$ cat src/core/civ_regs.vh
// Offsets, fields, reset values and vector codes of the vector generator.
`ifndef CIV_REGS_VH
`define CIV_REGS_VH
`define CIV_ADDR_W 8
`define CIV_CTRL_OFS 8'h00
`define CIV_SHORT_OFS 8'h04
`define CIV_MIN_OFS 8'h08
`define CIV_MAX_OFS 8'h0C
`define CIV_THRESH_OFS 8'h10
`define CIV_STATUS_OFS 8'h14
`define CIV_COUNT_OFS 8'h18
`define CIV_LAST_OFS 8'h1C
`define CIV_CTRL_RST 32'h0000_0000
`define CIV_SHORT_RST 16'h0004
`define CIV_MIN_RST 16'h0004
`define CIV_MAX_RST 16'h0600
`define CIV_THRESH_RST 8'h01
`define CIV_CTRL_EN_BIT 0
`define CIV_CTRL_RXQ_LSB 4
`define CIV_CTRL_TXQ_LSB 8
`define CIV_STAT_BUSY_BIT 16
`define CIV_RESP_OKAY 2'h0
`define CIV_RESP_SLVERR 2'h2
`define CIV_VEC_TOP 1'h1
`define CIV_CODE_CHANNEL_NUMBER 2'h1
`define CIV_SUB_RX1 2'h0
`define CIV_SUB_TX1 2'h2
`define CIV_SUB_RX2 2'h1
`define CIV_FLAG_OVF 15
`define CIV_FLAG_SHORT 14
`define CIV_FLAG_TOFLAG 13
`define CIV_FLAG_TOIDLE 12
`define CIV_FLAG_SMALLDROP 11
`define CIV_FLAG_UNDERRUN 15
`define CIV_FLAG_TXEND 14
`define CIV_FLAG_HOSTREQ 15
`define CIV_FLAG_ABORT 14
`define CIV_FLAG_RXEND 13
`define CIV_FLAG_HELDABORT 12
`define CIV_FLAG_MAXLEN 11
`define CIV_FLAG_RXOVF 10
`define CIV_FLAG_CRC 9
`define CIV_FLAG_BADLEN 8
`define CIV_FILL_FLAG 8'h7E
`define CIV_FILL_IDLE 8'hFF
`define CIV_NSLOT 9
`endif

$ cat src/core/civ_fill_detect.v
// Interframe fill watcher that reports changes between idle bytes and flag bytes.
`include "civ_regs.vh"
module civ_fill_detect (
  input wire aclk,
  input wire aresetn,
  input wire fill_valid,
  input wire [7:0] fill_byte,
  output reg to_flag,
  output reg to_idle
);
  localparam ST_NONE = 2'h0;
  localparam ST_IDLE = 2'h1;
  localparam ST_FLAG = 2'h2;
  reg [1:0] state_reg;
  reg [1:0] state_next;
  // Other bytes leave the remembered fill untouched, so noise cannot fake a change.
  always @* begin
    state_next = state_reg;
    if (fill_valid && fill_byte == `CIV_FILL_FLAG) begin
      state_next = ST_FLAG;
    end else if (fill_valid && fill_byte == `CIV_FILL_IDLE) begin
      state_next = ST_IDLE;
    end
  end
  always @(posedge aclk) begin
    if (!aresetn) begin
      state_reg <= ST_NONE;
      to_flag <= 1'b0;
      to_idle <= 1'b0;
    end else begin
      state_reg <= state_next;
      to_flag <= (state_reg == ST_IDLE) && (state_next == ST_FLAG);
      to_idle <= (state_reg == ST_FLAG) && (state_next == ST_IDLE);
    end
  end
endmodule

$ cat src/core/civ_len_classify.v
// Frame length checks: short frames, dropped small frames with a threshold count, oversize frames.
`include "civ_regs.vh"
module civ_len_classify #(
  parameter LEN_W = 16
) (
  input wire aclk,
  input wire aresetn,
  input wire frame_valid,
  input wire [LEN_W-1:0] frame_len,
  input wire [LEN_W-1:0] short_len,
  input wire [LEN_W-1:0] min_len,
  input wire [LEN_W-1:0] max_len,
  input wire [7:0] drop_thresh,
  output wire is_short,
  output wire is_small,
  output wire is_oversize,
  output wire drops_reached
);
  reg [7:0] drop_cnt_reg;
  reg [7:0] drop_cnt_next;
  wire [7:0] cnt_inc;
  assign is_short = frame_valid && (frame_len <= short_len);
  assign is_small = frame_valid && (frame_len < min_len);
  assign is_oversize = frame_valid && (frame_len > max_len);
  assign cnt_inc = drop_cnt_reg + 8'h01;
  // A threshold of zero is treated as one so the flag cannot stay silent forever.
  assign drops_reached = is_small && (cnt_inc >= drop_thresh);
  always @* begin
    drop_cnt_next = drop_cnt_reg;
    if (drops_reached) begin
      drop_cnt_next = 8'h00;
    end else if (is_small) begin
      drop_cnt_next = cnt_inc;
    end
  end
  always @(posedge aclk) begin
    if (!aresetn) begin
      drop_cnt_reg <= 8'h00;
    end else begin
      drop_cnt_reg <= drop_cnt_next;
    end
  end
endmodule

$ cat src/core/civ_vector_gen.v
// Channel interrupt vector generator with AXI4-Lite configuration and a queue write port.
`include "civ_regs.vh"
// Functional notes
// - Subtype I vectors carry no descriptor tag.
// - Subtype II vectors belong to a descriptor.
// - Receive II: tag bits 21:16, 23:22 zero.
// - Receive I header, queue, channel, zero gaps.
// - Transmit I: code 10, underrun, frame end.
// - Flag overflow when receive buffer discards data.
// - Flag short frames by length condition.
// - Flag fill change from idle to flag.
// - Flag fill change from flag to idle.
// - Flag after N small frames dropped.
// - Flag underrun and abort packet in progress.
// - Flag each transmitted frame end.
// - Host request vector when descriptor finishes.
// - Hold abort on first held discard.
// - Later held discards on the same channel set abort too.
// - Flag frames longer than maximum length.
module civ_vector_gen #(
  parameter LEN_W = 16
) (
  input wire aclk,
  input wire aresetn,
  input wire [7:0] s_axi_awaddr,
  input wire s_axi_awvalid,
  output wire s_axi_awready,
  input wire [31:0] s_axi_wdata,
  input wire [3:0] s_axi_wstrb,
  input wire s_axi_wvalid,
  output wire s_axi_wready,
  output reg [1:0] s_axi_bresp,
  output reg s_axi_bvalid,
  input wire s_axi_bready,
  input wire [7:0] s_axi_araddr,
  input wire s_axi_arvalid,
  output wire s_axi_arready,
  output reg [31:0] s_axi_rdata,
  output reg [1:0] s_axi_rresp,
  output reg s_axi_rvalid,
  input wire s_axi_rready,
  input wire rx_discard,
  input wire [7:0] rx_discard_channel_number,
  input wire fill_valid,
  input wire [7:0] fill_byte,
  input wire [7:0] fill_channel_number,
  input wire rx_frame_done,
  input wire [7:0] rx_frame_channel_number,
  input wire [5:0] rx_frame_tag,
  input wire [LEN_W-1:0] rx_frame_len,
  input wire rx_frame_host_req,
  input wire rx_frame_abort,
  input wire rx_frame_dma_ovf,
  input wire rx_frame_crc_err,
  input wire rx_frame_bad_len,
  input wire rx_desc_done,
  input wire [7:0] rx_desc_channel_number,
  input wire [5:0] rx_desc_tag,
  input wire rx_hold_discard,
  input wire [7:0] rx_hold_channel_number,
  input wire [5:0] rx_hold_tag,
  input wire tx_underrun,
  input wire tx_in_packet,
  input wire tx_frame_sent,
  input wire [7:0] tx_channel_number,
  output reg tx_abort_req,
  output reg rx_small_drop,
  output reg qw_valid,
  input wire qw_ready,
  output reg [2:0] qw_queue,
  output reg [31:0] qw_data
);
  localparam NS = `CIV_NSLOT;
  localparam S_OVF = 0;
  localparam S_SHORT = 1;
  localparam S_TOFLAG = 2;
  localparam S_TOIDLE = 3;
  localparam S_SMALL = 4;
  localparam S_UNDER = 5;
  localparam S_TXEND = 6;
  localparam S_RXII = 7;
  localparam S_HOLD = 8;

  reg [31:0] ctrl_reg;
  reg [LEN_W-1:0] short_reg;
  reg [LEN_W-1:0] min_reg;
  reg [LEN_W-1:0] max_reg;
  reg [7:0] thresh_reg;
  reg [31:0] count_reg;
  reg [31:0] last_reg;
  reg aw_held_reg;
  reg w_held_reg;
  reg [7:0] awaddr_reg;
  reg [31:0] wdata_reg;
  reg [3:0] wstrb_reg;
  reg [NS-1:0] pend_reg;
  reg [32*NS-1:0] word_reg;
  reg held_seen_reg;
  reg [7:0] held_channel_number_reg;
  reg [NS-1:0] set_vec;
  reg [32*NS-1:0] set_word;
  reg [NS-1:0] grant;
  reg [31:0] rd_val;
  reg rd_ok;
  reg [31:0] wr_mask;
  reg [7:0] rx2_flags;
  reg [7:0] hold_flags;
  reg found;
  integer k;

  wire enable;
  wire [2:0] rx_q;
  wire [2:0] tx_q;
  wire to_flag;
  wire to_idle;
  wire is_short;
  wire is_small;
  wire is_oversize;
  wire drops_reached;
  wire wr_fire;
  wire load_out;

  assign enable = ctrl_reg[`CIV_CTRL_EN_BIT];
  assign rx_q = ctrl_reg[`CIV_CTRL_RXQ_LSB+2:`CIV_CTRL_RXQ_LSB];
  assign tx_q = ctrl_reg[`CIV_CTRL_TXQ_LSB+2:`CIV_CTRL_TXQ_LSB];

  civ_fill_detect u_fill (
    .aclk(aclk),
    .aresetn(aresetn),
    .fill_valid(fill_valid),
    .fill_byte(fill_byte),
    .to_flag(to_flag),
    .to_idle(to_idle)
  );

  civ_len_classify #(
    .LEN_W(LEN_W)
  ) u_len (
    .aclk(aclk),
    .aresetn(aresetn),
    .frame_valid(rx_frame_done),
    .frame_len(rx_frame_len),
    .short_len(short_reg),
    .min_len(min_reg),
    .max_len(max_reg),
    .drop_thresh(thresh_reg),
    .is_short(is_short),
    .is_small(is_small),
    .is_oversize(is_oversize),
    .drops_reached(drops_reached)
  );

  // Header, subtype, queue, middle byte, flags, channel.
  function [31:0] mk_vec;
    input [1:0] sub;
    input [2:0] queue;
    input [7:0] mid;
    input [7:0] flags;
    input [7:0] channel_number;
    begin
      mk_vec = {`CIV_VEC_TOP, `CIV_CODE_CHANNEL_NUMBER, sub, queue, mid, flags, channel_number};
    end
  endfunction

  // The fill watcher reports one cycle late, so its channel is latched to match.
  reg [7:0] fill_channel_number_reg;
  always @(posedge aclk) begin
    if (!aresetn) begin
      fill_channel_number_reg <= 8'h00;
    end else if (fill_valid) begin
      fill_channel_number_reg <= fill_channel_number;
    end
  end

  always @* begin
    set_vec = {NS{1'b0}};
    set_word = {32*NS{1'b0}};
    rx2_flags = 8'h00;
    hold_flags = 8'h00;
    rx2_flags[`CIV_FLAG_HOSTREQ-8] = rx_frame_host_req;
    rx2_flags[`CIV_FLAG_ABORT-8] = rx_frame_abort;
    rx2_flags[`CIV_FLAG_RXEND-8] = 1'b1;
    rx2_flags[`CIV_FLAG_MAXLEN-8] = is_oversize;
    rx2_flags[`CIV_FLAG_RXOVF-8] = rx_frame_dma_ovf;
    rx2_flags[`CIV_FLAG_CRC-8] = rx_frame_crc_err;
    rx2_flags[`CIV_FLAG_BADLEN-8] = rx_frame_bad_len;
    hold_flags[`CIV_FLAG_HELDABORT-8] = 1'b1;
    hold_flags[`CIV_FLAG_ABORT-8] = held_seen_reg && (held_channel_number_reg == rx_hold_channel_number);
    if (enable) begin
      // Subtype I words keep the middle byte zero: no descriptor is referenced.
      set_vec[S_OVF] = rx_discard;
      set_word[32*S_OVF +: 32] = mk_vec(`CIV_SUB_RX1, rx_q, 8'h00, 8'h80, rx_discard_channel_number);
      set_vec[S_SHORT] = is_short && !is_small;
      set_word[32*S_SHORT +: 32] = mk_vec(`CIV_SUB_RX1, rx_q, 8'h00, 8'h40, rx_frame_channel_number);
      set_vec[S_TOFLAG] = to_flag;
      set_word[32*S_TOFLAG +: 32] = mk_vec(`CIV_SUB_RX1, rx_q, 8'h00, 8'h20, fill_channel_number_reg);
      set_vec[S_TOIDLE] = to_idle;
      set_word[32*S_TOIDLE +: 32] = mk_vec(`CIV_SUB_RX1, rx_q, 8'h00, 8'h10, fill_channel_number_reg);
      set_vec[S_SMALL] = drops_reached;
      set_word[32*S_SMALL +: 32] = mk_vec(`CIV_SUB_RX1, rx_q, 8'h00, 8'h08, rx_frame_channel_number);
      set_vec[S_UNDER] = tx_underrun;
      set_word[32*S_UNDER +: 32] = mk_vec(`CIV_SUB_TX1, tx_q, 8'h00, 8'h80, tx_channel_number);
      set_vec[S_TXEND] = tx_frame_sent;
      set_word[32*S_TXEND +: 32] = mk_vec(`CIV_SUB_TX1, tx_q, 8'h00, 8'h40, tx_channel_number);
      // Frame end beats descriptor completion in the shared slot.
      if (rx_frame_done && !is_small) begin
        set_vec[S_RXII] = 1'b1;
        set_word[32*S_RXII +: 32] = mk_vec(`CIV_SUB_RX2, rx_q, {2'h0, rx_frame_tag}, rx2_flags, rx_frame_channel_number);
      end else if (rx_desc_done) begin
        set_vec[S_RXII] = 1'b1;
        set_word[32*S_RXII +: 32] = mk_vec(`CIV_SUB_RX2, rx_q, {2'h0, rx_desc_tag}, 8'h80, rx_desc_channel_number);
      end
      set_vec[S_HOLD] = rx_hold_discard;
      set_word[32*S_HOLD +: 32] = mk_vec(`CIV_SUB_RX2, rx_q, {2'h0, rx_hold_tag}, hold_flags, rx_hold_channel_number);
    end
  end

  // Fixed priority: lowest slot first. A slot hit by a new event keeps the newer word.
  always @* begin
    grant = {NS{1'b0}};
    found = 1'b0;
    for (k = 0; k < NS; k = k + 1) begin
      if (pend_reg[k] && !found) begin
        grant[k] = 1'b1;
        found = 1'b1;
      end
    end
  end

  assign load_out = found && (!qw_valid || qw_ready);

  genvar g;
  generate
    for (g = 0; g < NS; g = g + 1) begin : g_slot
      always @(posedge aclk) begin
        if (!aresetn) begin
          pend_reg[g] <= 1'b0;
          word_reg[32*g +: 32] <= 32'h0000_0000;
        end else if (set_vec[g]) begin
          pend_reg[g] <= 1'b1;
          word_reg[32*g +: 32] <= set_word[32*g +: 32];
        end else if (load_out && grant[g]) begin
          pend_reg[g] <= 1'b0;
        end
      end
    end
  endgenerate

  // Output stage holds the word steady until the queue writer accepts it.
  always @(posedge aclk) begin
    if (!aresetn) begin
      qw_valid <= 1'b0;
      qw_data <= 32'h0000_0000;
      qw_queue <= 3'h0;
      count_reg <= 32'h0000_0000;
      last_reg <= 32'h0000_0000;
    end else begin
      if (qw_valid && qw_ready) begin
        count_reg <= count_reg + 32'h0000_0001;
        last_reg <= qw_data;
      end
      if (load_out) begin
        qw_valid <= 1'b1;
        for (k = 0; k < NS; k = k + 1) begin
          if (grant[k]) begin
            qw_data <= word_reg[32*k +: 32];
            qw_queue <= word_reg[32*k+24 +: 3];
          end
        end
      end else if (qw_ready) begin
        qw_valid <= 1'b0;
      end
    end
  end

  always @(posedge aclk) begin
    if (!aresetn) begin
      tx_abort_req <= 1'b0;
      rx_small_drop <= 1'b0;
      held_seen_reg <= 1'b0;
      held_channel_number_reg <= 8'h00;
    end else begin
      tx_abort_req <= tx_underrun && tx_in_packet;
      rx_small_drop <= is_small;
      // Any non-held frame or completion ends a run of held discards.
      if (rx_hold_discard) begin
        held_seen_reg <= 1'b1;
        held_channel_number_reg <= rx_hold_channel_number;
      end else if (rx_frame_done || rx_desc_done) begin
        held_seen_reg <= 1'b0;
      end
    end
  end

  assign s_axi_awready = !aw_held_reg && !s_axi_bvalid;
  assign s_axi_wready = !w_held_reg && !s_axi_bvalid;
  assign s_axi_arready = !s_axi_rvalid;
  assign wr_fire = aw_held_reg && w_held_reg && !s_axi_bvalid;

  always @* begin
    wr_mask = {{8{wstrb_reg[3]}}, {8{wstrb_reg[2]}}, {8{wstrb_reg[1]}}, {8{wstrb_reg[0]}}};
  end

  always @(posedge aclk) begin
    if (!aresetn) begin
      aw_held_reg <= 1'b0;
      w_held_reg <= 1'b0;
      awaddr_reg <= 8'h00;
      wdata_reg <= 32'h0000_0000;
      wstrb_reg <= 4'h0;
      s_axi_bvalid <= 1'b0;
      s_axi_bresp <= `CIV_RESP_OKAY;
      ctrl_reg <= `CIV_CTRL_RST;
      short_reg <= `CIV_SHORT_RST;
      min_reg <= `CIV_MIN_RST;
      max_reg <= `CIV_MAX_RST;
      thresh_reg <= `CIV_THRESH_RST;
    end else begin
      if (s_axi_awvalid && s_axi_awready) begin
        aw_held_reg <= 1'b1;
        awaddr_reg <= s_axi_awaddr;
      end
      if (s_axi_wvalid && s_axi_wready) begin
        w_held_reg <= 1'b1;
        wdata_reg <= s_axi_wdata;
        wstrb_reg <= s_axi_wstrb;
      end
      if (s_axi_bvalid && s_axi_bready) begin
        s_axi_bvalid <= 1'b0;
      end
      if (wr_fire) begin
        aw_held_reg <= 1'b0;
        w_held_reg <= 1'b0;
        s_axi_bvalid <= 1'b1;
        s_axi_bresp <= `CIV_RESP_OKAY;
        case (awaddr_reg[7:2])
          `CIV_CTRL_OFS >> 2: begin
            ctrl_reg <= ((ctrl_reg & ~wr_mask) | (wdata_reg & wr_mask)) & 32'h0000_0771;
          end
          `CIV_SHORT_OFS >> 2: begin
            short_reg <= (short_reg & ~wr_mask[LEN_W-1:0]) | (wdata_reg[LEN_W-1:0] & wr_mask[LEN_W-1:0]);
          end
          `CIV_MIN_OFS >> 2: begin
            min_reg <= (min_reg & ~wr_mask[LEN_W-1:0]) | (wdata_reg[LEN_W-1:0] & wr_mask[LEN_W-1:0]);
          end
          `CIV_MAX_OFS >> 2: begin
            max_reg <= (max_reg & ~wr_mask[LEN_W-1:0]) | (wdata_reg[LEN_W-1:0] & wr_mask[LEN_W-1:0]);
          end
          `CIV_THRESH_OFS >> 2: begin
            if (wstrb_reg[0]) begin
              thresh_reg <= wdata_reg[7:0];
            end
          end
          `CIV_STATUS_OFS >> 2, `CIV_COUNT_OFS >> 2, `CIV_LAST_OFS >> 2: begin
            s_axi_bresp <= `CIV_RESP_OKAY;
          end
          default: begin
            s_axi_bresp <= `CIV_RESP_SLVERR;
          end
        endcase
      end
    end
  end

  always @* begin
    rd_val = 32'h0000_0000;
    rd_ok = 1'b1;
    case (s_axi_araddr[7:2])
      `CIV_CTRL_OFS >> 2: rd_val = ctrl_reg;
      `CIV_SHORT_OFS >> 2: rd_val[LEN_W-1:0] = short_reg;
      `CIV_MIN_OFS >> 2: rd_val[LEN_W-1:0] = min_reg;
      `CIV_MAX_OFS >> 2: rd_val[LEN_W-1:0] = max_reg;
      `CIV_THRESH_OFS >> 2: rd_val[7:0] = thresh_reg;
      `CIV_STATUS_OFS >> 2: begin
        rd_val[NS-1:0] = pend_reg;
        rd_val[`CIV_STAT_BUSY_BIT] = qw_valid;
      end
      `CIV_COUNT_OFS >> 2: rd_val = count_reg;
      `CIV_LAST_OFS >> 2: rd_val = last_reg;
      default: rd_ok = 1'b0;
    endcase
  end

  always @(posedge aclk) begin
    if (!aresetn) begin
      s_axi_rvalid <= 1'b0;
      s_axi_rdata <= 32'h0000_0000;
      s_axi_rresp <= `CIV_RESP_OKAY;
    end else if (s_axi_arvalid && s_axi_arready) begin
      s_axi_rvalid <= 1'b1;
      s_axi_rdata <= rd_val;
      s_axi_rresp <= rd_ok ? `CIV_RESP_OKAY : `CIV_RESP_SLVERR;
    end else if (s_axi_rready) begin
      s_axi_rvalid <= 1'b0;
    end
  end
endmodule

$ cat config.mk
export PLATFORM = sky130hd
export DESIGN_NAME = civ_vector_gen
export DESIGN_NICKNAME = d
export VERILOG_FILES = /design/src/core/civ_fill_detect.v /design/src/core/civ_len_classify.v /design/src/core/civ_vector_gen.v
export VERILOG_INCLUDE_DIRS = /design/src /design/src/core
export SDC_FILE = /design/constraint.sdc
export NUM_CORES = 1
export LEC_CHECK = 0
export ABC_AREA = 1
export BUFFER_PORTS_ARGS = -buffer_cell sky130_fd_sc_hd__buf_2
export CORE_MARGIN = 1
export CORE_UTILIZATION = 50
export DETAILED_ROUTE_END_ITERATION = 7
export PLACE_DENSITY_LB_ADDON = 0.1
export SETUP_SLACK_MARGIN = 0.5
export SYNTH_ARGS = -nofsm -noshare
export SYNTH_HDL_FRONTEND = slang
export SYNTH_SLANG_ARGS = --single-unit
$ cat constraint.sdc
create_clock -name aclk -period 5.5 [get_ports aclk]
set_input_delay 0.55 -clock aclk [delete_from_list [all_inputs] [get_ports aclk]]
set_output_delay 0.55 -clock aclk [all_outputs]
set_load 0.005 [all_outputs]
======== Word level (Yosys, flattened, before mapping) ========
Cells that the tools add are included.
cells by class
  add/subtract/negate cells ............... 2
  magnitude comparators ................... 4
  equality and inequality tests ........... 21
  multiplexer cells ....................... 77
  bitwise logic cells ..................... 13
  reduce and logical (&&, ||, !) cells .... 81
operators with widths
  cell                                                 count
  2-to-1 mux 32 bit                                    11
  2-to-1 mux 288 bit                                   1
  bitwise AND 16 bit                                   4
  case mux 8 bit (8 select lines)                      1
  equality test 6 x 3 -> 1 bit, second input constant  8
  bitwise OR 16 bit                                    3
  2-to-1 mux 1 bit                                     46
  case mux 7 bit (6 select lines)                      1
  logical AND 1 bit                                    39
  adder 32 x 1 -> 32 bit, second input constant        1
  case mux 15 bit (2 select lines)                     1
  2-to-1 mux 3 bit                                     9
  nonzero test 2 bit                                   13
  equality test 6 x 2 -> 1 bit, second input constant  4
  bitwise AND 11 bit                                   2
  > comparator 16 bit                                  1
  less-or-equal comparator 16 bit                      1
  < comparator 16 bit                                  1
  NOT 16 bit                                           1
  OR reduction 8 bit                                   2
  zero test 1 bit                                      14
  equality test 6 x 1 -> 1 bit, second input constant  2
  zero test 6 bit                                      2
  NOT 11 bit                                           1
  18 further kinds                                     29
storage, ports and cells
  register bits after elaboration ......... 557
  output and inout port bits .............. 79
  word-level logic and storage cells ...... 245

======== Depth between registers and ports, before layout ========
Gate-level depths: netlist (run 1).
  depth in word-level cells ............... 29
  mapped depth ............................ 17

======== By module ========
From an unflattened synthesis (run 1), not the netlist that was laid out.
second synthesis, totals
  cells, all modules ...................... 2533
  area total of the unflattened synthesis .. 18069.8 um^2
by module, submodules not included
  module            instances  cells each  area each (um^2)
  civ_vector_gen    1          2221        15892.7
  civ_len_classify  1          281         1943.1
  civ_fill_detect   1          31          234.0

======== Worst setup path after synthesis (run 1) ========
OpenSTA, ideal clock, no wires.
  path kind ............................... register to register
  start ................................... reg u_len.drop_cnt_reg[0]
  end ..................................... reg word_reg[152]
  library setup time ...................... 0.113 ns
  arrival ................................. 2.218 ns
  path slack .............................. 3.169 ns
  stages on the path, launching flop included .. 16
  path through ............................ dfxtp_1 > ha_1 > nand3_1 > nand3b_1 > xor2_1 > ha_1 > nand2_1 > nor2_1 > nand4_1 > nand3_1 > nand4_1 > nor2_1 > buf_2 > nand2_1 > nand2_1 > nor2_1
on the way
  longest elaborated chain between the ends .. 4
RTL lines
  element                            line                   text
  start, declared                    civ_len_classify.v:19  reg [7:0] drop_cnt_reg;
  start signal, assigned             civ_len_classify.v:40  drop_cnt_reg <= drop_cnt_next;
  adder 8 x 1 -> 8 bit               civ_len_classify.v:25  assign cnt_inc = drop_cnt_reg + 8'h01;
  via u_len.cnt_inc[6]               civ_len_classify.v:21  wire [7:0] cnt_inc;
  greater-or-equal comparator 8 bit  civ_len_classify.v:27  assign drops_reached = is_small && (cnt_inc >= drop_thresh);
  logical AND 1 bit                  civ_len_classify.v:27
  2-to-1 mux 9 bit                   civ_vector_gen.v:189   if (enable) begin
  end signal, assigned by index      civ_vector_gen.v:241   word_reg[32*g +: 32] <= set_word[32*g +: 32];
  end, declared                      civ_vector_gen.v:97    reg [32*NS-1:0] word_reg;
The timed path passes the listed nets, and every way through them passes these cells.
A chain may end at the register's enable or synchronous reset.

==> metrics.md, run 1 <==
| Metric | Value |
|---|---|
| Outcome | `finished clean` |
| Area delta synth->final | `13.9%` |
| Synth Cell Area | `17500 µm²` |
| Wirelength per Cell | `16.8 µm` |
| Die area | `35800 µm²` |
| Ratio of routed vias to standard cells | `5.41` |
| Worst skew pair latency | `0.54 ns` |
| Hold path depth | `3` |
| FMAX | `0.275 GHz` |
| Routability congestion estimate | `0.973` |
| Total CTS buffers | `42` |
| Post-DP HPWL | `37.1 mm` |
| Post CTS Setup Buffer Count | `0` |
| Max VDD drop | `0.000226 V` |
| Number of synthesized register bits | `382` |
| Max_slew headroom | `21.3%` |
| Syn_area_per_cell | `7.21 µm²` |
| Post-route clock period utilization | `66.2%` |
| Port buffer count | `214` |
| Max Cap Violations | `0` |
| Die Width | `189 µm` |
| First-pass DRT Iterations | `7` |
| # hold bufs at CTS | `0` |
| Clk_skew | `0.0135 ns` |
| Global route overflow | `0` |
| Ant. Diodes | `0` |
| HP Class | `input port to flip-flop` |
| CTS Sinks | `382` |
| Setup TNS | `0 ns` |
| CP Data Required Time | `5.98 ns` |
| CP delay by family, top | `simple AND/OR/NAND/NOR gates` |
| Initial DRC count | `1269` |
| H-tree lvl count | `2` |
| Die Span Y | `189 µm` |
| I/O pins | `242` |
| CTS Root Cell | `clkbuf_16` |
| Post-synth ARST share | `0%` |
| Biggest area consumer among synthesized cells | `dfxtp_1` |
| GRT Util Overall | `28.2%` |
| YS warnings | `0` |
| RSZ-0062 raised after global routing | `false` |
| Fin util | `57.8%` |
| CTS max path bufs | `3` |
| Post-synth top cells | `nand2_1, dfxtp_1, nor2_1, a21oi_1, inv_1` |
| Power density over cell area | `298 nW/µm²` |
| Vias in the first global route | `14.9k` |
| EDFF count, synth | `0` |
| Top area cells in the synthesized netlist | `dfxtp_1, nand2_1, a21oi_1` |
| First-pass GRT wire length | `80.7 mm` |
| Leak pwr | `8.37 nW` |
| Crit. End Element | `flip-flop` |
| Top-count cell post-synth | `nand2_1` |
| Core area | `34500 µm²` |
| Crit path max fanout | `28` |
| Reg clk slew, reported paths | `0.06 ns` |
| Final hold violation count | `0` |
| CTS tree | `built` |
| CP most frequent cell | `nand2_1` |
| Tot Pwr | `5.95 mW` |
| Total wire length | `51.2 mm` |
| Crit path depth | `13` |
| Vias post-DR | `16.5k` |
| Drt drc | `0` |
| Critical-path cell list | `inv_1 > ha_1 > nand2_1 > nor4_1 > nand2_1 > nand2_1 > nand2_1 > nand2_1 > nand2_1 > buf_4 > nand2_1 > nand2_1 > nor2_1` |
| Nets@finish | `2790` |
| Synth unique cells | `42` |
| Prevailing post-synth register cell | `dfxtp_1` |
| Initial antenna violation count | `0` |
| Crit Path Class | `flip-flop to flip-flop` |
| Layout cell share with drive strength beyond 1 | `11.8%` |
| Final Max Slew Viols | `0` |
| Resize count post-CTS | `0` |
| Starting Density | `50.8%` |
| Startpoint Class | `flip-flop` |
| Fin crit period | `3.64 ns` |
| Worst reg-to-reg path cell count | `13` |
| Part of the Yosys area used for sequential elements | `43.6%` |
| Share of the synthesized area in the top cell type | `43.6%` |
| Slowest stage delay, CP | `0.60 ns` |
| Arrival @ worst endpoint | `4.12 ns` |
| Synthesized instance count | `2433` |
| Final setup fails | `0` |
| Largest net degree at the start of global routing | `86` |
| Post-detailed-route count of antenna-violating nets | `0` |
| Slowest CP cell | `nand2_1` |
| Worst Max-Slew Pin Slew | `1.18 ns` |
| Buf+Inv Stages, Crit Path | `2` |
| Core Rows | `68` |
[per-layer routing]
layer,up-vias,global-route usage (%),wire length [µm]
met1,7647,41.7,24600
met2,523,43.5,22300
met5,-,0,0
li1,8281,-,-
met4,0,6.95,1120
met3,71,3.13,3140
[final cells by class]
type	instances	area [µm²]
clock buffer	60	1210
tap	455	569
clock inverter	13	119
sequential	382	7650
timing repair buffer	223	1140
fill	3421	14600
multi-input combinational	1652	8280
inverter	269	1010
[stage by stage]
step	worst slack (ns)	cells	instance area (µm²)	hold WS, ns
after floorplan	3.17	2437	17600	0.424
after global placement	1.66	2981	18700	0.434
after detailed placement	1.57	2981	18700	0.440
after CTS	1.86	3054	20000	0.224
after global routing	1.56	3054	20000	0.253
final	1.86	3054	20000	0.237
[cell usage in the layout (no fill, tap or decap), types with 9 or more instances in the layout]
master,n
a22oi_1,10
buf_4,9
xor2_1,28
nand4_1,24
nor2_1,299
dfxtp_1,382
ha_1,57
o221ai_1,16
o22ai_1,30
a211oi_1,20
clkbuf_1,10
nand3_1,121
o21ai_0,194
clkinv_2,10
clkbuf_16,43
a21oi_1,291
nand2_1,445
o211ai_1,18
inv_1,262
buf_2,213
nor3_1,18
o21ai_1,17
nand3b_1,12
[cell families after synthesis]
logic type               count (synthesis)  share of synthesized area (%)
XOR/XNOR                                29                           1.45
AND/OR/NAND/NOR                        945                           22.5
buffers and inverters                  403                           9.31
other                                    1                         0.0214
flip-flops                             382                           43.6
AO/OA/AOI/OAI                          616                           19.1
adder cells (fa/ha/maj)                 57                           4.07
[final timing paths]
| path | start | to | slack [ns] |
|---|---|---|---|
| setup / recovery | flip-flop | word_reg[244] | 1.86 |
| hold / removal | tx_in_packet | tx_abort_req | 0.24 |
| setup reg to reg | flip-flop | word_reg[244] | 1.86 |
| hold reg to reg | word_reg[239] | word_reg[239] | 0.45 |
[power breakdown]
group	total, mW	internal, mW	leakage [nW]	switching, mW
clock	2.73	1.62	0.664	1.12
combinational	0.367	0.126	4.61	0.241
sequential	2.85	2.82	3.09	0.0339
total	5.95	4.56	8.37	1.39
[worst register-to-register path: stages, from the launching register on]
cell     delay, ns
dfxtp_1       0.33
inv_1         0.07
ha_1          0.30
nand2_1       0.07
nor4_1        0.52
nand2_1       0.25
nand2_1       0.13
nand2_1       0.36
nand2_1       0.28
nand2_1       0.60
buf_4         0.44
nand2_1       0.07
nand2_1       0.05
nor2_1        0.12
Note: power is estimated with default switching activity, not from simulation.
==> run 2: changes to the inputs <==
==> constraint.sdc (replaced) <==
create_clock -name aclk -period 3.5 [get_ports aclk]
set_input_delay 0.35 -clock aclk [delete_from_list [all_inputs] [get_ports aclk]]
set_output_delay 0.35 -clock aclk [all_outputs]
set_load 0.005 [all_outputs]
==> run 2 against run 1 <==
Effect of this change: non-clock buffer count is 19 higher; worst hold slack got worse by 0.19 ns; sequential power up 57%; fmax is 33% higher; first-iteration DRC count shrank 3.0%; final cell count increased by 0.75%; routed wire length increased by 0.34%; final area is 1.3% higher; die area did not move; power rose by 61%; sequential share of layout area fell by 0.50 points; largest cell class unchanged.
==> metrics.md, run 2 (synthesized netlist as in run 1, its figures left out) <==
| Metric | Value |
|---|---|
| Outcome | `finished clean` |
| RSZ-0062 raised after global routing | `false` |
| Startpoint Class | `flip-flop` |
| Crit. End Element | `flip-flop` |
| P_sw | `2.23 mW (+60%)` |
| Initial DRC count | `1231 (-3.0%)` |
| Drt drc | `0 (unchanged)` |
| Post-route clock period utilization | `78.4% (+12 points)` |
| CTS Sinks | `382 (unchanged)` |
| Starting Density | `50.8% (unchanged)` |
| Post-detailed-route count of antenna-violating nets | `0 (unchanged)` |
| Area delta synth->final | `15.4%` |
| Routability congestion estimate | `0.904 (-7.1%)` |
| Power density over cell area | `472 nW/µm² (+59%)` |
| Slowest stage delay, CP | `0.42 ns (-0.18 ns)` |
| Max Cap Violations | `0 (unchanged)` |
| Crit path max fanout | `10 (-64%)` |
| First-pass GRT wire length | `81.5 mm (+0.97%)` |
| Clk_skew | `0.0230 ns (+0.00949 ns)` |
| Leak pwr | `8.51 nW (+1.7%)` |
| CP most frequent cell | `nor2_1` |
| Max_slew headroom | `32.9% (+12 points)` |
| Final hold violation count | `0 (unchanged)` |
| Post-DP HPWL | `37.3 mm (+0.51%)` |
| CTS tree | `built` |
| Pint | `7.33 mW (+61%)` |
| Most frequent cells in the layout | `nand2_1, dfxtp_1, nor2_1` |
| Max VDD drop | `0.000373 V (+65%)` |
| Clock power share | `47.0% (+1.1 points)` |
| Initial antenna violation count | `0 (unchanged)` |
| Vias post-DR | `16.7k (+1.0%)` |
| Final Max Slew Viols | `0 (unchanged)` |
| Inst Count DP | `3000 (+0.64%)` |
| CTS max path bufs | `3 (unchanged)` |
| H-tree lvl count | `2 (unchanged)` |
| Vias in the first global route | `15.2k (+1.7%)` |
| Arrival @ worst endpoint | `3.16 ns (-0.96 ns)` |
| Filler Cell Count | `3366 (-1.6%)` |
| Die Width | `189 µm (unchanged)` |
| CP Data Required Time | `3.91 ns (-2.07 ns)` |
| Ratio of routed vias to standard cells | `5.43 (+0.29%)` |
| First-pass DRT Iterations | `5 (-2)` |
| Total CTS buffers | `43 (+2.4%)` |
| Crit Path Class | `flip-flop to flip-flop` |
| HP Class | `input port to flip-flop` |
| Ant. Diodes | `0 (unchanged)` |
| Reg area | `7650 µm² (unchanged)` |
| Total wire length | `51.4 mm (+0.34%)` |
| Final setup fails | `0 (unchanged)` |
| Setup TNS | `0 ns (unchanged)` |
| Worst skew pair latency | `0.54 ns (about the same)` |
| Multi-input logic area | `8280 µm² (unchanged)` |
| # hold bufs at CTS | `0 (unchanged)` |
| Post CTS Setup Buffer Count | `0 (unchanged)` |
| Reg clk slew, reported paths | `0.06 ns (about the same)` |
| Sequential share of power | `46.9% (-1.0 points)` |
| Layout cell share with drive strength beyond 1 | `12.6% (+0.81 points)` |
| Commonest non-fill, non-tap cell in the layout | `nand2_1` |
| CTS Root Cell | `clkbuf_16` |
| Global route overflow | `0 (unchanged)` |
| Resize count post-CTS | `0 (unchanged)` |
| I/O pins | `242 (unchanged)` |
| Die area | `35800 µm² (unchanged)` |
| Slowest CP cell | `dfxtp_1` |
| Critical-path cell list | `ha_1 > nand3_1 > nand3b_1 > xor2_1 > ha_1 > nand2_1 > nor2_1 > nand4_1 > nand3_1 > inv_1 > nor2_1 > nand2_1 > nor2_1 > nor2_1` |
| Wirelength per Cell | `16.7 µm (-0.41%)` |
| Net Sw Frac | `23.3% (-0.070 points)` |
| Die Span Y | `189 µm (unchanged)` |
| Nets@finish | `2810 (+0.72%)` |
| Port buffer count | `214 (unchanged)` |
| Worst Max-Slew Pin Slew | `1.00 ns (-0.177 ns)` |
| Fin crit period | `2.75 ns (-0.895 ns)` |
| Comb pwr share | `6.1% (about the same)` |
| Largest net degree at the start of global routing | `148 (+72%)` |
| Core Rows | `68 (unchanged)` |
| FMAX | `0.364 GHz (+33%)` |
| Final non-filler cell total | `3077 (+0.75%)` |
| GRT Util Overall | `28.2% (+0.037 points)` |
| Core area | `34500 µm² (unchanged)` |
-- run 2: worst paths after layout --
path / startpoint / to / slack (ns) / depth (start not counted)
setup / recovery: u_len.drop_cnt_reg[0] / word_reg[133] / 0.75 / 14
hold / removal: tx_in_packet / tx_abort_req / 0.05 / 3
setup reg to reg: u_len.drop_cnt_reg[0] / word_reg[133] / 0.75 / 14
hold reg to reg: awaddr_reg[7] / awaddr_reg[7] / 0.45 / 2
-- run 2: power by group through the flow --
stage | clock [mW] | sequential (mW) | combinational (mW)
after floorplan | 0 | 4.56 | 0.351
after global placement | 0 | 4.57 | 0.569
after detailed placement | 0 | 4.57 | 0.582
after CTS | 4.56 | 4.48 | 0.586
after global routing | 4.75 | 4.48 | 0.662
final | 4.49 | 4.48 | 0.586
-- run 2: through the flow --
stage,hold WS [ns],worst slack (ns),instance area [µm²],utilization (%),power [mW]
3_3_place_gp,0.435,0.871,18800,54.5,5.14
4_1_cts,0.0353,0.813,20200,58.6,9.62
2_1_floorplan,0.424,1.17,17600,-,4.91
5_1_grt,0.0505,0.579,20200,58.6,9.90
3_5_place_dp,0.440,0.840,18800,54.5,5.15
6_report,0.0467,0.754,20200,58.6,9.56
-- run 2: worst max-delay path: cells and delay by family (launching register included) --
kind | cells | cell delay [ns]
XOR/XNOR | 1 | 0.17
adder cells (fa/ha/maj) | 2 | 0.49
buffers and inverters | 1 | 0.05
flip-flops | 1 | 0.42
AND/OR/NAND/NOR | 10 | 1.48
-- run 2: cell type report --
class / instances / area share (%)
Clock buffer: 60 / 6.14
Clock inverter: 17 / 0.834
Inverter: 269 / 5.00
Multi-Input combinational cell: 1652 / 40.9
Sequential cell: 382 / 37.8
Tap cell: 455 / 2.81
Timing Repair Buffer: 242 / 6.55
-- run 2: routing by layer --
metal / global-route usage [%] / up-vias / wire (µm) / share of wire, %
met4: 6.73 / 0 / 1080 / 2.1
li1: - / 8314 / - / -
met3: 3.30 / 71 / 3190 / 6.2
met5: 0 / - / 0 / 0
met1: 41.7 / 7764 / 24900 / 48
met2: 43.6 / 546 / 22300 / 43
==> run 3: changes to the inputs <==
--- a/config.mk
+++ b/config.mk
@@ -6,7 +6,7 @@
 export SDC_FILE = /design/constraint.sdc
 export NUM_CORES = 1
 export LEC_CHECK = 0
-export ABC_AREA = 1
+export ABC_AREA = 0
 export BUFFER_PORTS_ARGS = -buffer_cell sky130_fd_sc_hd__buf_2
 export CORE_MARGIN = 1
 export CORE_UTILIZATION = 50
==> constraint.sdc (replaced) <==
create_clock -name aclk -period 2.3 [get_ports aclk]
set_input_delay 0.23 -clock aclk [delete_from_list [all_inputs] [get_ports aclk]]
set_output_delay 0.23 -clock aclk [all_outputs]
set_load 0.005 [all_outputs]
==> run 3 against run 2 <==
Effect of this change: the flow now finishes with violations (negative hold slack, negative setup slack); worst setup slack got worse by 1.1 ns; clock-buffer cell count decreased by 1; clock power increased by 43%; power increased by 49%; fmax increased by 5.5%; die area decreased by 1.4%; first-iteration DRC count increased by 0.32%; register-to-register slack got worse by 1.1 ns; worst hold slack got worse by 0.048 ns.
==> metrics.md, run 3 <==
| Metric | Value |
|---|---|
| Tot Pwr | `14.2 mW (+49%)` |
| Ant. Diodes | `0 (unchanged)` |
| Drt drc | `0 (unchanged)` |
| Most frequent cells in the layout | `dfxtp_1, nand2_1, buf_2` |
| Post-synth ARST share | `0% (unchanged)` |
| Power density over cell area | `621 nW/µm² (+32%)` |
| Post-DP HPWL | `37.6 mm (+0.67%)` |
| Vias in the first global route | `15.8k (+4.2%)` |
| Synth unique cells | `74 (+76%)` |
| Hold slack | `-0.00163 ns (-0.0483 ns)` |
| Largest net degree at the start of global routing | `107 (-28%)` |
| Total wire length | `54.2 mm (+5.4%)` |
| Die area | `35300 µm² (-1.4%)` |
| Leak pwr | `9.02 nW (+6.0%)` |
| Fin crit period | `2.60 ns (-0.144 ns)` |
| Die Width | `188 µm (-0.69%)` |
| Routability congestion estimate | `0.893 (-1.2%)` |
| Post-synth top cells | `dfxtp_1, nand2_1, nor2_1, a21oi_1, clkbuf_1` |
| CTS max path bufs | `3 (unchanged)` |
| CTS Sinks | `382 (unchanged)` |
| Final hold violation count | `1 (+1)` |
| Ratio of routed vias to standard cells | `5.70 (+5.0%)` |
| H-tree lvl count | `2 (unchanged)` |
| Worst r2r dst | `pend_reg[4]` |
| CTS Root Cell | `clkbuf_16` |
| Reg clk slew, reported paths | `0.06 ns (about the same)` |
| Post-DP Area | `19600 µm² (+4.3%)` |
| Fin area | `22900 µm² (+13%)` |
| Compound-Gate Fraction of Synth Area | `18.1% (-0.95 points)` |
| EDFF count, synth | `0 (unchanged)` |
| Top area cells in the synthesized netlist | `dfxtp_1, nand2_1, mux2i_1` |
| YS warnings | `0 (unchanged)` |
| Area delta synth->final | `32.3%` |
| Number of synthesized register bits | `382 (unchanged)` |
| Max_slew headroom | `56.2% (+23 points)` |
| Synth Area in Adders | `4.12% (+0.057 points)` |
| Global route overflow | `0 (unchanged)` |
| Worst skew pair latency | `0.53 ns (about the same)` |
| Max Cap Violations | `0 (unchanged)` |
| Highest routed metal layer | `met4` |
| GRT Util Overall | `29.8% (+1.5 points)` |
| Outcome | `finished, violations left` |
| Largest family of logic cells by synthesized area | `simple AND/OR/NAND/NOR gates` |
| Hold path depth | `3 (unchanged)` |
| Part of the Yosys area used for sequential elements | `44.2% (+0.61 points)` |
| First-pass GRT wire length | `84.6 mm (+3.8%)` |
| CP Data Required Time | `2.72 ns (-1.19 ns)` |
| CTS tree | `built` |
| Failing checks | `negative hold slack, negative setup slack` |
| Worst reg-to-reg path cell count | `13 (-1)` |
| Syn_area_per_cell | `8.39 µm² (+16%)` |
| RSZ-0062 raised after global routing | `true` |
| Initial antenna violation count | `0 (unchanged)` |
| Port buffer count | `214 (unchanged)` |
| Prevailing post-synth register cell | `dfxtp_1` |
| Share of the synthesized area in the top cell type | `44.2% (+0.61 points)` |
| Met2 WL post-DR | `25.0 mm (+12%)` |
| Layout cell share with drive strength beyond 1 | `25.1% (+13 points)` |
| Top-count cell post-synth | `dfxtp_1` |
| Initial DRC count | `1235 (+0.32%)` |
| XOR/XNOR Fraction of Synth Area | `2.08% (+0.63 points)` |
| Wirelength per Cell | `18.7 µm (+12%)` |
| RR Startpoint | `u_len.drop_cnt_reg[1]` |
| Clk_skew | `0.00951 ns (-0.0135 ns)` |
| Startpoint Class | `flip-flop` |
| M1 wire length | `24.0 mm (-3.6%)` |
| WHS Endpoint | `held_channel_number_reg[1]` |
| Arrival @ worst endpoint | `3.03 ns (-0.13 ns)` |
| Synth Cell Area | `17300 µm² (-1.4%)` |
| First-pass DRT Iterations | `5 (unchanged)` |
| FMAX | `0.384 GHz (+5.5%)` |
| Vias post-DR | `16.5k (-1.1%)` |
| Crit Path Class | `flip-flop to flip-flop` |
| Core Rows | `67 (-1.5%)` |
| Synthesized instance count | `2062 (-15%)` |
| Total CTS buffers | `41 (-4.7%)` |
| Final setup fails | `53 (+53)` |
| Core area | `33800 µm² (-2.2%)` |
| Fin util | `67.7% (+9.1 points)` |
| Die Span Y | `188 µm (-0.69%)` |
| Post-Synth Simple-Gate Area | `19.7% (-2.7 points)` |
| Commonest non-fill, non-tap cell in the layout | `dfxtp_1` |
| Crit path setup slack, layout | `-0.302 ns (-1.06 ns)` |
| Post-route clock period utilization | `113% (+35 points)` |
| Crit. End Element | `flip-flop` |
| Mux contribution to synthesized area | `6.10% (+6.1 points)` |
| Met3 WL | `3.69 mm (+16%)` |
| I/O pins | `242 (unchanged)` |
| Setup WS pre-CTS | `-0.400 ns (-1.24 ns)` |
| Final Max Slew Viols | `0 (unchanged)` |
| Worst reg-to-reg setup slack | `-0.30 ns (-1.06 ns)` |
| Nets@finish | `2642 (-6.0%)` |
| Crit path max fanout | `7 (-3)` |
| Worst Max-Slew Pin Slew | `0.656 ns (-0.348 ns)` |
| Post-detailed-route count of antenna-violating nets | `0 (unchanged)` |
| HP Class | `input port to flip-flop` |
| Starting Density | `51.2% (+0.42 points)` |
| Max VDD drop | `0.000469 V (+26%)` |
| Hold Path Origin | `rx_hold_channel_number[1]` |
| Biggest area consumer among synthesized cells | `dfxtp_1` |
[run 3: changes by cell type in the layout (fill, tap and decap cells not counted), sizes merged, moves of 96 or more]
cell and change:
inv -187, mux2i +101, buf +141, a21oi -96, o21ai -174, nand2 -98
[run 3: worst max-delay path by stage]
stage / start / end / slack, ns / depth (start not counted)
after floorplan: u_len.drop_cnt_reg[1] / u_len.drop_cnt_reg[4] / -0.36 / 11
final: u_len.drop_cnt_reg[1] / pend_reg[4] / -0.30 / 13
after CTS: u_len.drop_cnt_reg[0] / pend_reg[4] / -0.28 / 13
after detailed placement: u_len.drop_cnt_reg[1] / word_reg[131] / -0.40 / 11
after global routing: u_len.drop_cnt_reg[1] / pend_reg[4] / -0.39 / 13
after global placement: u_len.drop_cnt_reg[0] / word_reg[132] / -0.32 / 11
[run 3: per-layer routing]
layer  vias up  global-route usage, %
met3       102                   4.94
li1       7961                      -
met2       625                   48.3
met1      7827                   40.1
met5         -                      0
met4         0                   9.66
[run 3: metrics by stage]
step	setup TNS, ns	cells
2_1_floorplan	-3.72	2066
3_3_place_gp	-11.73	2701
3_5_place_dp	-14.66	2701
4_1_cts	-9.81	2888
5_1_grt	-13.06	2898
6_report	-9.41	2898
[run 3: layout make-up]
type | instances | area, µm²
clock buffer | 59 | 1200
clock inverter | 12 | 103
fill | 2780 | 10900
inverter | 82 | 323
multi-input combinational | 1449 | 9430
sequential | 382 | 7690
tap | 448 | 561
timing repair buffer | 466 | 3570
[run 3: kinds of logic after synthesis]
kind of cell               after synthesis
buffers and inverters                  235
muxes                                  103
AOI/OAI and AO/OA                      467
DFF                                    382
xor gates and xnor gates                41
and+or+nand+nor                        776
other                                    1
adders and majority gates               57
[run 3: power breakdown]
| group | internal, mW | switching [mW] |
|---|---|---|
| sequential | 6.69 | 0.0795 |
| clock | 3.75 | 2.69 |
| combinational | 0.477 | 0.529 |
[run 3: what timing repair did]
action                                  CTS  global route
hold buffers                             82             0
buffers inserted                         27            10
gates resized for setup                 117            56
pin swaps                                45            31
hold endpoints to repair                 90             0
cloned                                    7             0
endpoints found under the setup margin  157           161
[run 3: worst max-delay path: stages (launching register included)]
cell and delay (ns):
dfxtp_2 0.36, ha_4 0.15, nand3_4 0.08, or2_4 0.25, nand2_4 0.06, ha_4 0.20, a21o_1 0.15, a211o_1 0.29
a41o_1 0.24, buf_6 0.13, a21oi_4 0.18, nor3_4 0.09, buf_12 0.15, o21a_1 0.16
